## config.mk

```make
export PLATFORM = sky130hd
export DESIGN_NAME = image_chunk_appender
export DESIGN_NICKNAME = d
export VERILOG_FILES = /design/src/chunk_pkg.sv /design/src/image_chunk_appender.sv
export SDC_FILE = /design/constraint.sdc
export NUM_CORES = 1
export LEC_CHECK = 0
export ABC_AREA = 1
export BUFFER_PORTS_ARGS = -buffer_cell sky130_fd_sc_hd__buf_2
export CAP_MARGIN = 20
export CORE_MARGIN = 5
export CORE_UTILIZATION = 55
export DETAILED_ROUTE_END_ITERATION = 8
export PLACE_DENSITY_LB_ADDON = 0.1
export SLEW_MARGIN = 5
export SYNTH_ARGS = -nofsm -noshare
export SYNTH_HDL_FRONTEND = slang
export SYNTH_SLANG_ARGS = --single-unit
```

## constraint.sdc

```tcl
create_clock -name clk_sys_in -period 4.9 [get_ports clk_sys_in]
set_input_delay 0.98 -clock clk_sys_in [delete_from_list [all_inputs] [get_ports clk_sys_in]]
set_output_delay 0.98 -clock clk_sys_in [all_outputs]
set_load 0.03 [all_outputs]
```

## src/chunk_pkg.sv

```systemverilog
// Constants, register map and state codes for the image chunk appender
// ==========================================================================
`default_nettype none
package chunk_pkg;
    // ======================================================================
    // Register byte addresses
    localparam logic [7:0] ADDR_CTRL = 8'h00;
    localparam logic [7:0] ADDR_CLEAR_CFG = 8'h04;
    localparam logic [7:0] ADDR_CMD = 8'h08;
    localparam logic [7:0] ADDR_COUNT = 8'h0c;
    localparam logic [7:0] ADDR_SNAP = 8'h10;
    localparam logic [7:0] ADDR_CRC = 8'h14;
    // ======================================================================
    // Field positions
    localparam int CTRL_MODE_BIT = 0;
    localparam int CTRL_EN_LINE_BIT = 1;
    localparam int CTRL_EN_COUNT_BIT = 2;
    localparam int CTRL_EN_CRC_BIT = 3;
    localparam int CFG_ORIGIN_LSB = 0;
    localparam int CFG_SLOT_BIT = 2;
    localparam int CFG_EVENT_BIT = 3;
    localparam int CMD_CLEAR_BIT = 0;
    // ======================================================================
    // Clear origin codes
    localparam logic [1:0] ORIGIN_OFF = 2'h0;
    localparam logic [1:0] ORIGIN_INPUT_LINE_ONE = 2'h1;
    localparam logic [1:0] ORIGIN_INPUT_LINE_TWO = 2'h2;
    localparam logic [1:0] ORIGIN_SW = 2'h3;
    // ======================================================================
    // Checksum and bus answers
    localparam logic [15:0] CRC_POLY = 16'h1021;
    localparam logic [15:0] CRC_INIT = 16'h0000;
    localparam logic [31:0] COUNT_ZERO = 32'h0000_0000;
    localparam logic [1:0] RESP_OKAY = 2'h0;
    localparam logic [1:0] RESP_SLVERR = 2'h2;
    // ======================================================================
    // Emit sequencer states
    typedef enum logic [3:0] {
        ST_PASS = 4'b0001,
        ST_LINE = 4'b0010,
        ST_COUNT = 4'b0100,
        ST_CRC = 4'b1000
    } emit_state_t;
endpackage : chunk_pkg
`default_nettype wire

```

## src/image_chunk_appender.sv

```systemverilog
// Image stream pass-through that appends line, count and checksum chunks
`timescale 1ns/10ps
`default_nettype none
module image_chunk_appender #(
    parameter int NUM_LINES = 8,
    parameter int LINE_BASE = 0
) (
    input wire logic clk_sys_in,
    input wire logic sys_rst_in,
    input wire logic [7:0] s_axi_awaddr_in,
    input wire logic s_axi_awvalid_in,
    output logic s_axi_awready_out,
    input wire logic [31:0] s_axi_wdata_in,
    input wire logic [3:0] s_axi_wstrb_in,
    input wire logic s_axi_wvalid_in,
    output logic s_axi_wready_out,
    output logic [1:0] s_axi_bresp_out,
    output logic s_axi_bvalid_out,
    input wire logic s_axi_bready_in,
    input wire logic [7:0] s_axi_araddr_in,
    input wire logic s_axi_arvalid_in,
    output logic s_axi_arready_out,
    output logic [31:0] s_axi_rdata_out,
    output logic [1:0] s_axi_rresp_out,
    output logic s_axi_rvalid_out,
    input wire logic s_axi_rready_in,
    input wire logic acquisition_trigger_event_in,
    input wire logic [NUM_LINES-1:0] lines_in,
    input wire logic [31:0] pix_data_in,
    input wire logic pix_valid_in,
    input wire logic pix_last_in,
    output logic pix_ready_out,
    output logic [31:0] out_data_out,
    output logic out_valid_out,
    output logic out_last_out,
    input wire logic out_ready_in
);
    // ======================================================================
    // Elaboration check: line one and two must exist and fit the word
    if (NUM_LINES < 2 || LINE_BASE < 0 || NUM_LINES + LINE_BASE > 32) begin : g_bad
        $error("line mapping does not fit the 32-bit snapshot");
    end

    // ======================================================================
    // State
    typedef struct packed {
        chunk_pkg::emit_state_t st;
        logic metadata_mode_on;
        logic en_line;
        logic en_count;
        logic en_crc;
        logic [1:0] count_clear_origin;
        logic trigger_count_slot;
        logic event_is_trigger;
        logic [31:0] count;
        logic [31:0] snap;
        logic [31:0] count_snap;
        logic fr_line;
        logic fr_count;
        logic fr_crc;
        logic [15:0] crc;
        logic [15:0] crc_last;
        logic input_line_one_prev;
        logic input_line_two_prev;
        logic aw_got;
        logic [7:0] aw_addr;
        logic w_got;
        logic [31:0] w_data;
        logic w_lane0;
        logic awready;
        logic wready;
        logic bvalid;
        logic [1:0] bresp;
        logic arready;
        logic rvalid;
        logic [31:0] rdata;
        logic [1:0] rresp;
        logic pix_ready;
        logic [31:0] o_data;
        logic o_valid;
        logic o_last;
        logic o_is_crc;
    } core_t;

    core_t s_q;
    core_t s_d;
    logic [31:0] line_word;
    logic trig;
    logic clear_evt;
    logic sw_clear;

    // ======================================================================
    // Functions
    // Bytewise CRC, low byte first, each byte MSB first
    function automatic logic [15:0] crc_word(input logic [15:0] c_in, input logic [31:0] w);
        logic [15:0] c;
        logic fb;
        c = c_in;
        for (int b = 0; b < 4; b++) begin
            for (int k = 7; k >= 0; k--) begin
                fb = c[15] ^ w[8*b+k];
                c = {c[14:0], 1'b0};
                if (fb) begin
                    c = c ^ chunk_pkg::CRC_POLY;
                end
            end
        end
        return c;
    endfunction : crc_word

    // Next chunk to send after the current one; PASS means payload ends
    function automatic chunk_pkg::emit_state_t next_chunk(
        input chunk_pkg::emit_state_t cur, input logic l, input logic c, input logic k);
        chunk_pkg::emit_state_t r;
        r = chunk_pkg::ST_PASS;
        case (cur)
            chunk_pkg::ST_PASS: r = l ? chunk_pkg::ST_LINE : c ? chunk_pkg::ST_COUNT :
                k ? chunk_pkg::ST_CRC : chunk_pkg::ST_PASS;
            chunk_pkg::ST_LINE: r = c ? chunk_pkg::ST_COUNT : k ? chunk_pkg::ST_CRC :
                chunk_pkg::ST_PASS;
            chunk_pkg::ST_COUNT: r = k ? chunk_pkg::ST_CRC : chunk_pkg::ST_PASS;
            default: r = chunk_pkg::ST_PASS;
        endcase
        return r;
    endfunction : next_chunk

    // ======================================================================
    // Line snapshot word: unmapped bits are tied low
    for (genvar i = 0; i < 32; i++) begin : g_line
        if (i >= LINE_BASE && i < LINE_BASE + NUM_LINES) begin : g_on
            assign line_word[i] = lines_in[i-LINE_BASE];
        end else begin : g_off
            assign line_word[i] = 1'b0;
        end
    end

    assign trig = acquisition_trigger_event_in;
    // Software clear is a write of one to the command bit
    assign sw_clear = s_q.aw_got && s_q.w_got && !s_q.bvalid &&
        s_q.aw_addr == chunk_pkg::ADDR_CMD && s_q.w_lane0 &&
        s_q.w_data[chunk_pkg::CMD_CLEAR_BIT];
    // Clear only counts when the trigger slot and trigger event are chosen
    always_comb begin
        clear_evt = 1'b0;
        if (s_q.trigger_count_slot && s_q.event_is_trigger) begin
            case (s_q.count_clear_origin)
                chunk_pkg::ORIGIN_INPUT_LINE_ONE: clear_evt = lines_in[0] && !s_q.input_line_one_prev;
                chunk_pkg::ORIGIN_INPUT_LINE_TWO: clear_evt = lines_in[1] && !s_q.input_line_two_prev;
                chunk_pkg::ORIGIN_SW: clear_evt = sw_clear;
                default: clear_evt = 1'b0;
            endcase
        end
    end

    // ======================================================================
    // Next-state logic
    always_comb begin
        logic free;
        logic [7:0] ra;
        chunk_pkg::emit_state_t nx;
        free = 1'b0;
        ra = 8'h00;
        nx = chunk_pkg::ST_PASS;
        s_d = s_q;
        s_d.input_line_one_prev = lines_in[0];
        s_d.input_line_two_prev = lines_in[1];

        // Trigger counter: clear first, so a same-cycle trigger reads one
        if (clear_evt) begin
            s_d.count = chunk_pkg::COUNT_ZERO;
        end
        if (trig) begin
            s_d.count = s_d.count + 32'h0000_0001;
            s_d.count_snap = s_d.count;
            s_d.snap = line_word;
            s_d.fr_line = s_q.en_line;
            s_d.fr_count = s_q.en_count;
            s_d.fr_crc = s_q.en_crc;
        end

        // Output register drains when the sink takes it
        if (s_q.o_valid && out_ready_in) begin
            s_d.o_valid = 1'b0;
        end
        free = !s_q.o_valid || out_ready_in;
        nx = next_chunk(s_q.st, s_q.fr_line, s_q.fr_count, s_q.fr_crc);
        case (s_q.st)
            chunk_pkg::ST_PASS: begin
                // Ready is only high while the output register is empty
                if (s_q.pix_ready && pix_valid_in) begin
                    s_d.o_valid = 1'b1;
                    s_d.o_data = pix_data_in;
                    s_d.o_is_crc = 1'b0;
                    s_d.o_last = pix_last_in && nx == chunk_pkg::ST_PASS;
                    s_d.crc = crc_word(s_q.crc, pix_data_in);
                    if (pix_last_in) begin
                        s_d.st = nx;
                        if (nx == chunk_pkg::ST_PASS) begin
                            s_d.crc = chunk_pkg::CRC_INIT;
                        end
                    end
                end
            end
            chunk_pkg::ST_LINE, chunk_pkg::ST_COUNT: begin
                if (free) begin
                    s_d.o_valid = 1'b1;
                    s_d.o_data = s_q.st == chunk_pkg::ST_LINE ? s_q.snap : s_q.count_snap;
                    s_d.o_is_crc = 1'b0;
                    s_d.o_last = nx == chunk_pkg::ST_PASS;
                    s_d.crc = crc_word(s_q.crc, s_d.o_data);
                    s_d.st = nx;
                    if (nx == chunk_pkg::ST_PASS) begin
                        s_d.crc = chunk_pkg::CRC_INIT;
                    end
                end
            end
            chunk_pkg::ST_CRC: begin
                // Checksum word itself stays out of the sum
                if (free) begin
                    s_d.o_valid = 1'b1;
                    s_d.o_data = {16'h0000, s_q.crc};
                    s_d.o_is_crc = 1'b1;
                    s_d.o_last = 1'b1;
                    s_d.crc_last = s_q.crc;
                    s_d.crc = chunk_pkg::CRC_INIT;
                    s_d.st = chunk_pkg::ST_PASS;
                end
            end
            default: s_d.st = chunk_pkg::ST_PASS;
        endcase
        s_d.pix_ready = s_d.st == chunk_pkg::ST_PASS && !s_d.o_valid;

        // Write channel: address and data taken in either order
        if (s_q.awready && s_axi_awvalid_in) begin
            s_d.aw_got = 1'b1;
            s_d.aw_addr = s_axi_awaddr_in;
        end
        if (s_q.wready && s_axi_wvalid_in) begin
            s_d.w_got = 1'b1;
            s_d.w_data = s_axi_wdata_in;
            s_d.w_lane0 = s_axi_wstrb_in[0]; // Strobe only stands with wvalid
        end
        if (s_q.aw_got && s_q.w_got && !s_q.bvalid) begin
            s_d.bvalid = 1'b1;
            s_d.bresp = chunk_pkg::RESP_OKAY;
            s_d.aw_got = 1'b0;
            s_d.w_got = 1'b0;
            case (s_q.aw_addr)
                chunk_pkg::ADDR_CTRL: begin
                    if (s_q.w_lane0) begin
                        // Enables stick only while metadata mode stays on
                        s_d.metadata_mode_on = s_q.w_data[chunk_pkg::CTRL_MODE_BIT];
                        s_d.en_line = s_q.w_data[chunk_pkg::CTRL_MODE_BIT] &&
                            s_q.w_data[chunk_pkg::CTRL_EN_LINE_BIT];
                        s_d.en_count = s_q.w_data[chunk_pkg::CTRL_MODE_BIT] &&
                            s_q.w_data[chunk_pkg::CTRL_EN_COUNT_BIT];
                        s_d.en_crc = s_q.w_data[chunk_pkg::CTRL_MODE_BIT] &&
                            s_q.w_data[chunk_pkg::CTRL_EN_CRC_BIT];
                    end
                end
                chunk_pkg::ADDR_CLEAR_CFG: begin
                    if (s_q.w_lane0) begin
                        s_d.count_clear_origin = s_q.w_data[chunk_pkg::CFG_ORIGIN_LSB +: 2];
                        s_d.trigger_count_slot = s_q.w_data[chunk_pkg::CFG_SLOT_BIT];
                        s_d.event_is_trigger = s_q.w_data[chunk_pkg::CFG_EVENT_BIT];
                    end
                end
                chunk_pkg::ADDR_CMD: s_d.bresp = chunk_pkg::RESP_OKAY;
                default: s_d.bresp = chunk_pkg::RESP_SLVERR;
            endcase
        end
        if (s_q.bvalid && s_axi_bready_in) begin
            s_d.bvalid = 1'b0;
        end
        s_d.awready = !s_d.aw_got && !s_d.bvalid;
        s_d.wready = !s_d.w_got && !s_d.bvalid;

        // Read channel: one word per request, answered next cycle
        if (s_q.arready && s_axi_arvalid_in) begin
            ra = s_axi_araddr_in;
            s_d.rvalid = 1'b1;
            s_d.rresp = chunk_pkg::RESP_OKAY;
            case (ra)
                chunk_pkg::ADDR_CTRL: s_d.rdata = {28'h0000000, s_q.en_crc, s_q.en_count,
                    s_q.en_line, s_q.metadata_mode_on};
                chunk_pkg::ADDR_CLEAR_CFG: s_d.rdata = {28'h0000000, s_q.event_is_trigger,
                    s_q.trigger_count_slot, s_q.count_clear_origin};
                chunk_pkg::ADDR_CMD: s_d.rdata = 32'h0000_0000;
                chunk_pkg::ADDR_COUNT: s_d.rdata = s_q.count;
                chunk_pkg::ADDR_SNAP: s_d.rdata = s_q.snap;
                chunk_pkg::ADDR_CRC: s_d.rdata = {16'h0000, s_q.crc_last};
                default: begin
                    s_d.rdata = 32'h0000_0000;
                    s_d.rresp = chunk_pkg::RESP_SLVERR;
                end
            endcase
        end
        if (s_q.rvalid && s_axi_rready_in) begin
            s_d.rvalid = 1'b0;
        end
        s_d.arready = !s_d.rvalid;
    end

    // ======================================================================
    // State register; reset stands for a power cycle
    always_ff @(posedge clk_sys_in) begin
        if (sys_rst_in) begin
            s_q <= '0;
            s_q.st <= chunk_pkg::ST_PASS;
            s_q.count_clear_origin <= chunk_pkg::ORIGIN_OFF;
            s_q.crc <= chunk_pkg::CRC_INIT;
        end else begin
            s_q <= s_d;
        end
    end

    assign s_axi_awready_out = s_q.awready;
    assign s_axi_wready_out = s_q.wready;
    assign s_axi_bresp_out = s_q.bresp;
    assign s_axi_bvalid_out = s_q.bvalid;
    assign s_axi_arready_out = s_q.arready;
    assign s_axi_rdata_out = s_q.rdata;
    assign s_axi_rresp_out = s_q.rresp;
    assign s_axi_rvalid_out = s_q.rvalid;
    assign pix_ready_out = s_q.pix_ready;
    assign out_data_out = s_q.o_data;
    assign out_valid_out = s_q.o_valid;
    assign out_last_out = s_q.o_last;

    // ======================================================================
    // Checks
    logic free_w;
    assign free_w = !s_q.o_valid || out_ready_in;
endmodule : image_chunk_appender
`default_nettype wire

```

# Word-level counts from Yosys, hierarchy flattened
# Cells that the tools add are included.
[classes]
eq_ne = 19
n_mux = 225
n_bitwise = 127
addsub = 1
reduce_logical = 42
[ops]
columns = ["cell", "count"]
rows = [
  ["$mux W16", 129],
  ["$mux W13", 64],
  ["$not A3 Y3", 63],
  ["$pmux W32 S5", 1],
  ["$mux W35", 4],
  ["$pmux W35 S3", 1],
  ["$mux W99", 1],
  ["$mux W32", 3],
  ["$xor A1 B1 Y1", 64],
  ["$pmux W16 S3", 1],
  ["$mux W34", 1],
  ["$add A32 B1 Y32 const B", 1],
  ["$mux W4", 7],
  ["$eq A8 B4 Y1 const B", 3],
  ["$pmux W4 S3", 2],
  ["$logic_and A1 B1 Y1", 22],
  ["$eq A8 B3 Y1 const B", 2],
  ["$eq A8 B5 Y1 const B", 2],
  ["$logic_not A8 Y1", 2],
  ["$eq A4 B1 Y1 const B", 3],
  ["$logic_not A1 Y1", 9],
  ["$mux W9", 1],
  ["$mux W1", 6],
  ["$ne A2 B2 Y1 const B", 3],
  ["other kinds (16)", 19],
]
[word_totals]
wordCells = 449
in_bits = 103
regBits = 240

# Longest topological paths before layout
[logic_depth]
word_depth = 131
mapped_depth = 26
depth_no_buf = 25

# Worst setup path after synthesis
# No wires, ideal clock.
[synth_timing]
path_type = "input to register"
start = "input lines_in[0]"
end = "register s_q[251] in the netlist's numbering"
t_arrival_ns = 3.088
path_buffers = 1
setup_time_ns = 0.132
path_stages = 19
t_required_ns = 4.768
setup_slack_ns = 1.680
path_cell_list = "inv_1 nor3_1 o2111a_1 nand2_1 inv_1 buf_2 nor2_1 ha_1 inv_1 nor3_2 nand2_1 nor2_1 inv_1 nor3_1 nand2_1 nand2_1 nand2_1 nand2_1 a21oi_1"
[synth_via]
elab_chain_len = 6
[synth_lines]
columns = ["element", "line", "text"]
rows = [
  ["from (decl)", "image_chunk_appender.sv:28", "input wire logic [NUM_LINES-1:0] lines_in,"],
  ["$logic_and A1 B1 Y1 (*)", "image_chunk_appender.sv:147", "chunk_pkg::ORIGIN_INPUT_LINE_ONE: clear_evt = lines_in[0] && !s_q.input_line_one_prev;"],
  ["$pmux W1 S3 (*)", "image_chunk_appender.sv:146", "case (s_q.count_clear_origin)"],
  ["$mux W1 (*)", "image_chunk_appender.sv:145", "if (s_q.trigger_count_slot && s_q.event_is_trigger) begin"],
  ["$mux W32 (*)", "image_chunk_appender.sv:169", "if (clear_evt) begin"],
  ["$add A32 B1 Y32", "image_chunk_appender.sv:173", "s_d.count = s_d.count + 32'h0000_0001;"],
  ["$mux W99 (*)", "image_chunk_appender.sv:172", "if (trig) begin"],
  ["to (decl)", "image_chunk_appender.sv:85", "core_t s_q;"],
]
# Every way passes the cells marked *; elsewhere a longest branch is shown, timed or not.
# A chain may end at the register's enable or synchronous reset.

# Final worst setup path
[layout_timing]
start = "register s_q[262] in the netlist's numbering"
end = "register s_q[151] in the netlist's numbering"
[layout_via]
elab_chain_len = 95
word_cells_on_any_way = 144
classes_between = "eq/ne (8); mux (101); bitwise (32); reduce/logical (3)"
[layout_lines]
columns = ["element", "line", "text"]
rows = [
  ["$eq A4 B2 Y1", "image_chunk_appender.sv:116, image_chunk_appender.sv:187, image_chunk_appender.sv:207", ""],
  ["$mux W32", "image_chunk_appender.sv:207", "s_d.o_data = s_q.st == chunk_pkg::ST_LINE ? s_q.snap : s_q.count_snap;"],
  ["$xor A1 B1 Y1", "image_chunk_appender.sv:101", "fb = c[15] ^ w[8*b+k];"],
  ["$mux W13", "image_chunk_appender.sv:103", "if (fb) begin"],
  ["$mux W16", "image_chunk_appender.sv:205", "if (free) begin"],
  ["$mux W16", "image_chunk_appender.sv:187", "case (s_q.st)"],
  ["$mux W13", "image_chunk_appender.sv:103", ""],
  ["$mux W16", "image_chunk_appender.sv:205", ""],
  ["[79 not listed]", "n/a", ""],
  ["$mux W16", "image_chunk_appender.sv:187", ""],
  ["$not A3 Y3 (no source line)", "n/a", ""],
  ["$mux W13", "image_chunk_appender.sv:103", ""],
  ["$mux W16", "image_chunk_appender.sv:205", ""],
  ["$mux W16", "image_chunk_appender.sv:187", ""],
  ["$mux W16", "image_chunk_appender.sv:212", "if (nx == chunk_pkg::ST_PASS) begin"],
  ["$mux W16", "image_chunk_appender.sv:205", ""],
  ["$pmux W16 S3", "image_chunk_appender.sv:187", ""],
]
# Parallel ways exist; a longest one is shown, timed or not. The select of a mux whose other input is x is not followed.

==> results.md <==
- Status: finished, final reports clean
- Crit-path max cell delay: roughly 0.56 ns
- RD Place Congestion: ~0.96
- Core Util, Final: 0.604
- DIE WIDTH: 166 um
- Max Cap Viol: 0
- Req. time, crit path: 5.30 ns
- Post-place setup slack: approximately 1.2 ns
- Clock Path Buffers: 3
- Layout fillers: about 2400
- Fmax: 288 MHz
- Die Height: roughly 170 um
- Final Hold Viols: 0
- Largest net degree at the start of global routing: between 80 and 90
- Tcrit/Tclk final: 0.709
- Setup slack after layout: around 1.4 ns
- Cell at the slowest stage of the critical path: o21ai_1
- Setup violators final: 0
- Post-CTS Repair Setup Buffers: 0
- Setup TNS after final layout: 0 ns
- Synthesized area: 13300 um^2
- All-layer global routing usage: 0.295
- Min Tclk post-route: about 3.5 ns
- Detailed-route DRC error count: 0
- Detailed placement HPWL: between 30 and 40 mm
- Mapped Avg Cell Area: around 6.7 um^2
- Wire per inst: between 15 and 20 um
- Clock skew: approximately 0.028 ns
- Final Max Slew Viols: 0
- Most common cell in the netlist: nand2_1
- Die area: about 27000 um^2
- Vias in the first global route: ~12000
- CTS tree: done
- TritonCTS buffer count: 23
- Leakage: between 0.006 and 0.007 uW
- Share of synthesized flip-flops with an asynchronous set or reset: 0
- Rel. slew slack: 0.414
- Iteration-0 DRC count of the detailed router: approximately 940
- Worst setup SP type: flip-flop
- Clk root buf: clkbuf_16
- Area leader, netlist: dfxtp_1
- Comb power frac: 0.514
- Post-Layout Cell Count: 2394
- Worst Setup End Kind: flip-flop
- Worst min path class: flip-flop to flip-flop
- WP data arrival: a little under 4 ns
- Starting density of the core: 0.552
- Dominant synthesized flop cell: dfxtp_1
- Via-to-Cell Ratio: 5.32
- TritonRoute pass-1 iters: 6
- IO Port Bufs: approximately 150
- Fin nets: about 2200
- Sequential fraction of the synthesis area: 0.316
- P_int: around 4200 uW
- Crit-path max FO: 46
- Vias: 12700
- Crit-path leading delay family: simple AND/OR/NAND/NOR gates
- Post-synth top cells: 515 x nand2_1, 210 x dfxtp_1, 202 x inv_1
- Critical Path Most Common Cell: nand2_4
- First-pass GRT wire length: approximately 63 mm
- Crit-path cells: inv_2, nor2_4, nand2_4, o21ai_1, nand2_1, nand2_2, nand2_2, nand2_2, nand2_4, nand2_4, nand2_1, nand2_1, nand2_2, nand2_2, nand2_2, nand2_4, nand2_4, nand2_4, nand2_4, nand2_1, nand2_1, nand3_1, a21oi_2
- TritonCTS Sinks: 210
- Flop pwr share: 0.248
- Detail Route Antenna Nets: 0
- RSZ-0062 raised after global routing: no
- Ys Warns: 0
- Synth Register Bits: 210
- Area growth, synth to finish: 9.42%
- Post-synthesis cell type count: between 50 and 60
- Top cell type's share of synthesized area: 0.316
- CP Class: flip-flop to flip-flop
- Buffers & Inverters on Critical Path: 1
- Cts hold-fix bufs: 0
- Initial antenna violation count: 0
- Row count: between 50 and 60
- Synth area leaders: dfxtp_1 32%, nand2_1 15%, a21oi_1 7.1%, nand3_1 6.1%, inv_1 5.7%
- Number of cells after detailed placement: around 2400
- Share of layout cells above drive strength 1: 0.192
- Sw Ratio: 0.449
- Worst Hold Launch: s_q[119]
- VDD IR max: about 0.37 mV
- R2R setup slack: approximately 1.4 ns
- CTS resizes: 0
- CTS clock-pin slew for the worst setup and hold paths: 0.06 ns
- Post-synth EDFFs: 0
- Psw: roughly 3400 uW
- CORE AREA: 24100 um^2
- Grt total ovfl: 0
- R2R Path Start: s_q[262]
- Clk_lat worst skew: roughly 0.54 ns
- Top Ports: ~180
- Post-Syn Instances: 2001
- H-Tree Depth: 1
- Crit path from: s_q[262]
- PwrDens: 519 nW/um^2
- Antenna fix cells: 0
- Slew at the pin with the worst max-slew slack: 0.879 ns
- Clock power frac: 0.237
- Total wire length: about 40 mm
==> kinds of logic after synthesis <==
kind of cell	synth area share
other	0.000282
buffers and inverters	0.125
AOI/OAI and AO/OA	0.140
and+or+nand+nor	0.352
xor gates and xnor gates	0.0660
adders and majority gates	0.000940
DFF	0.316
==> power by group through the flow <==
stage | clock network [uW] | logic [uW] | registers, uW
after CTS | 1820 | 3900 | 1870
after global placement | 0 | 3800 | 1910
after floorplan | 0 | 3210 | 1880
after global routing | 1900 | 4360 | 1880
after detailed placement | 0 | 3880 | 1910
final | 1790 | 3890 | 1880
==> cells in the final DEF (no fill, tap or decap), drive strengths merged, types with 6 or more instances in the layout <==
master,instances
a21oi,196
a221oi,6
a22oi,12
a31oi,7
buf,164
clkbuf,27
dfxtp,210
inv,224
nand2,642
nand3,175
nand3b,6
nor2,128
nor3,29
nor4,10
o21ai,91
or2,6
xnor2,35
xor2,55
==> per-stage QoR <==
stage	instance area [um^2]	total power, uW	hold WS (ns)
2_1_floorplan	13300	5090	0.399
3_3_place_gp	13800	5710	0.419
3_5_place_dp	13800	5790	0.409
4_1_cts	14500	7580	0.420
5_1_grt	14600	8140	0.455
6_report	14600	7560	0.420
==> routing by layer <==
layer / global-route usage / vias to the layer above / part of all wire
met3: 0.0387 / 98 / 0.060
met1: 0.383 / 5766 / 0.43
met5: 0 / - / 0
met4: 0.138 / 0 / 0.054
met2: 0.488 / 416 / 0.46
li1: - / 6467 / -
==> sequential cells by signal (all words and copies together), names as in the netlist <==
signal,cells
s_axi_bresp_out,1
s_axi_rdata_out,32
s_q,136
out_valid_out,1
s_axi_bvalid_out,1
out_last_out,1
s_axi_rvalid_out,1
out_data_out,32
pix_ready_out,1
s_axi_rresp_out,1
s_axi_awready_out,1
s_axi_wready_out,1
s_axi_arready_out,1
==> path summary, 6_finish.rpt <==
path         cells past startpoint                end
max                             23           s_q[151]
min                              1  s_axi_awready_out
max reg2reg                     23           s_q[151]
min reg2reg                      1  s_axi_awready_out
==> layout make-up <==
cell class | count | area (um^2) | share of cell area
clock buffer | 27 | 611 | 0.0419
clock inverter | 14 | 165 | 0.0113
inverter | 223 | 837 | 0.0575
multi-input combinational | 1432 | 7460 | 0.512
sequential | 210 | 4200 | 0.289
tap | 324 | 405 | 0.0278
timing repair buffer | 164 | 878 | 0.0603
Note: power is estimated with default switching activity, not from simulation.
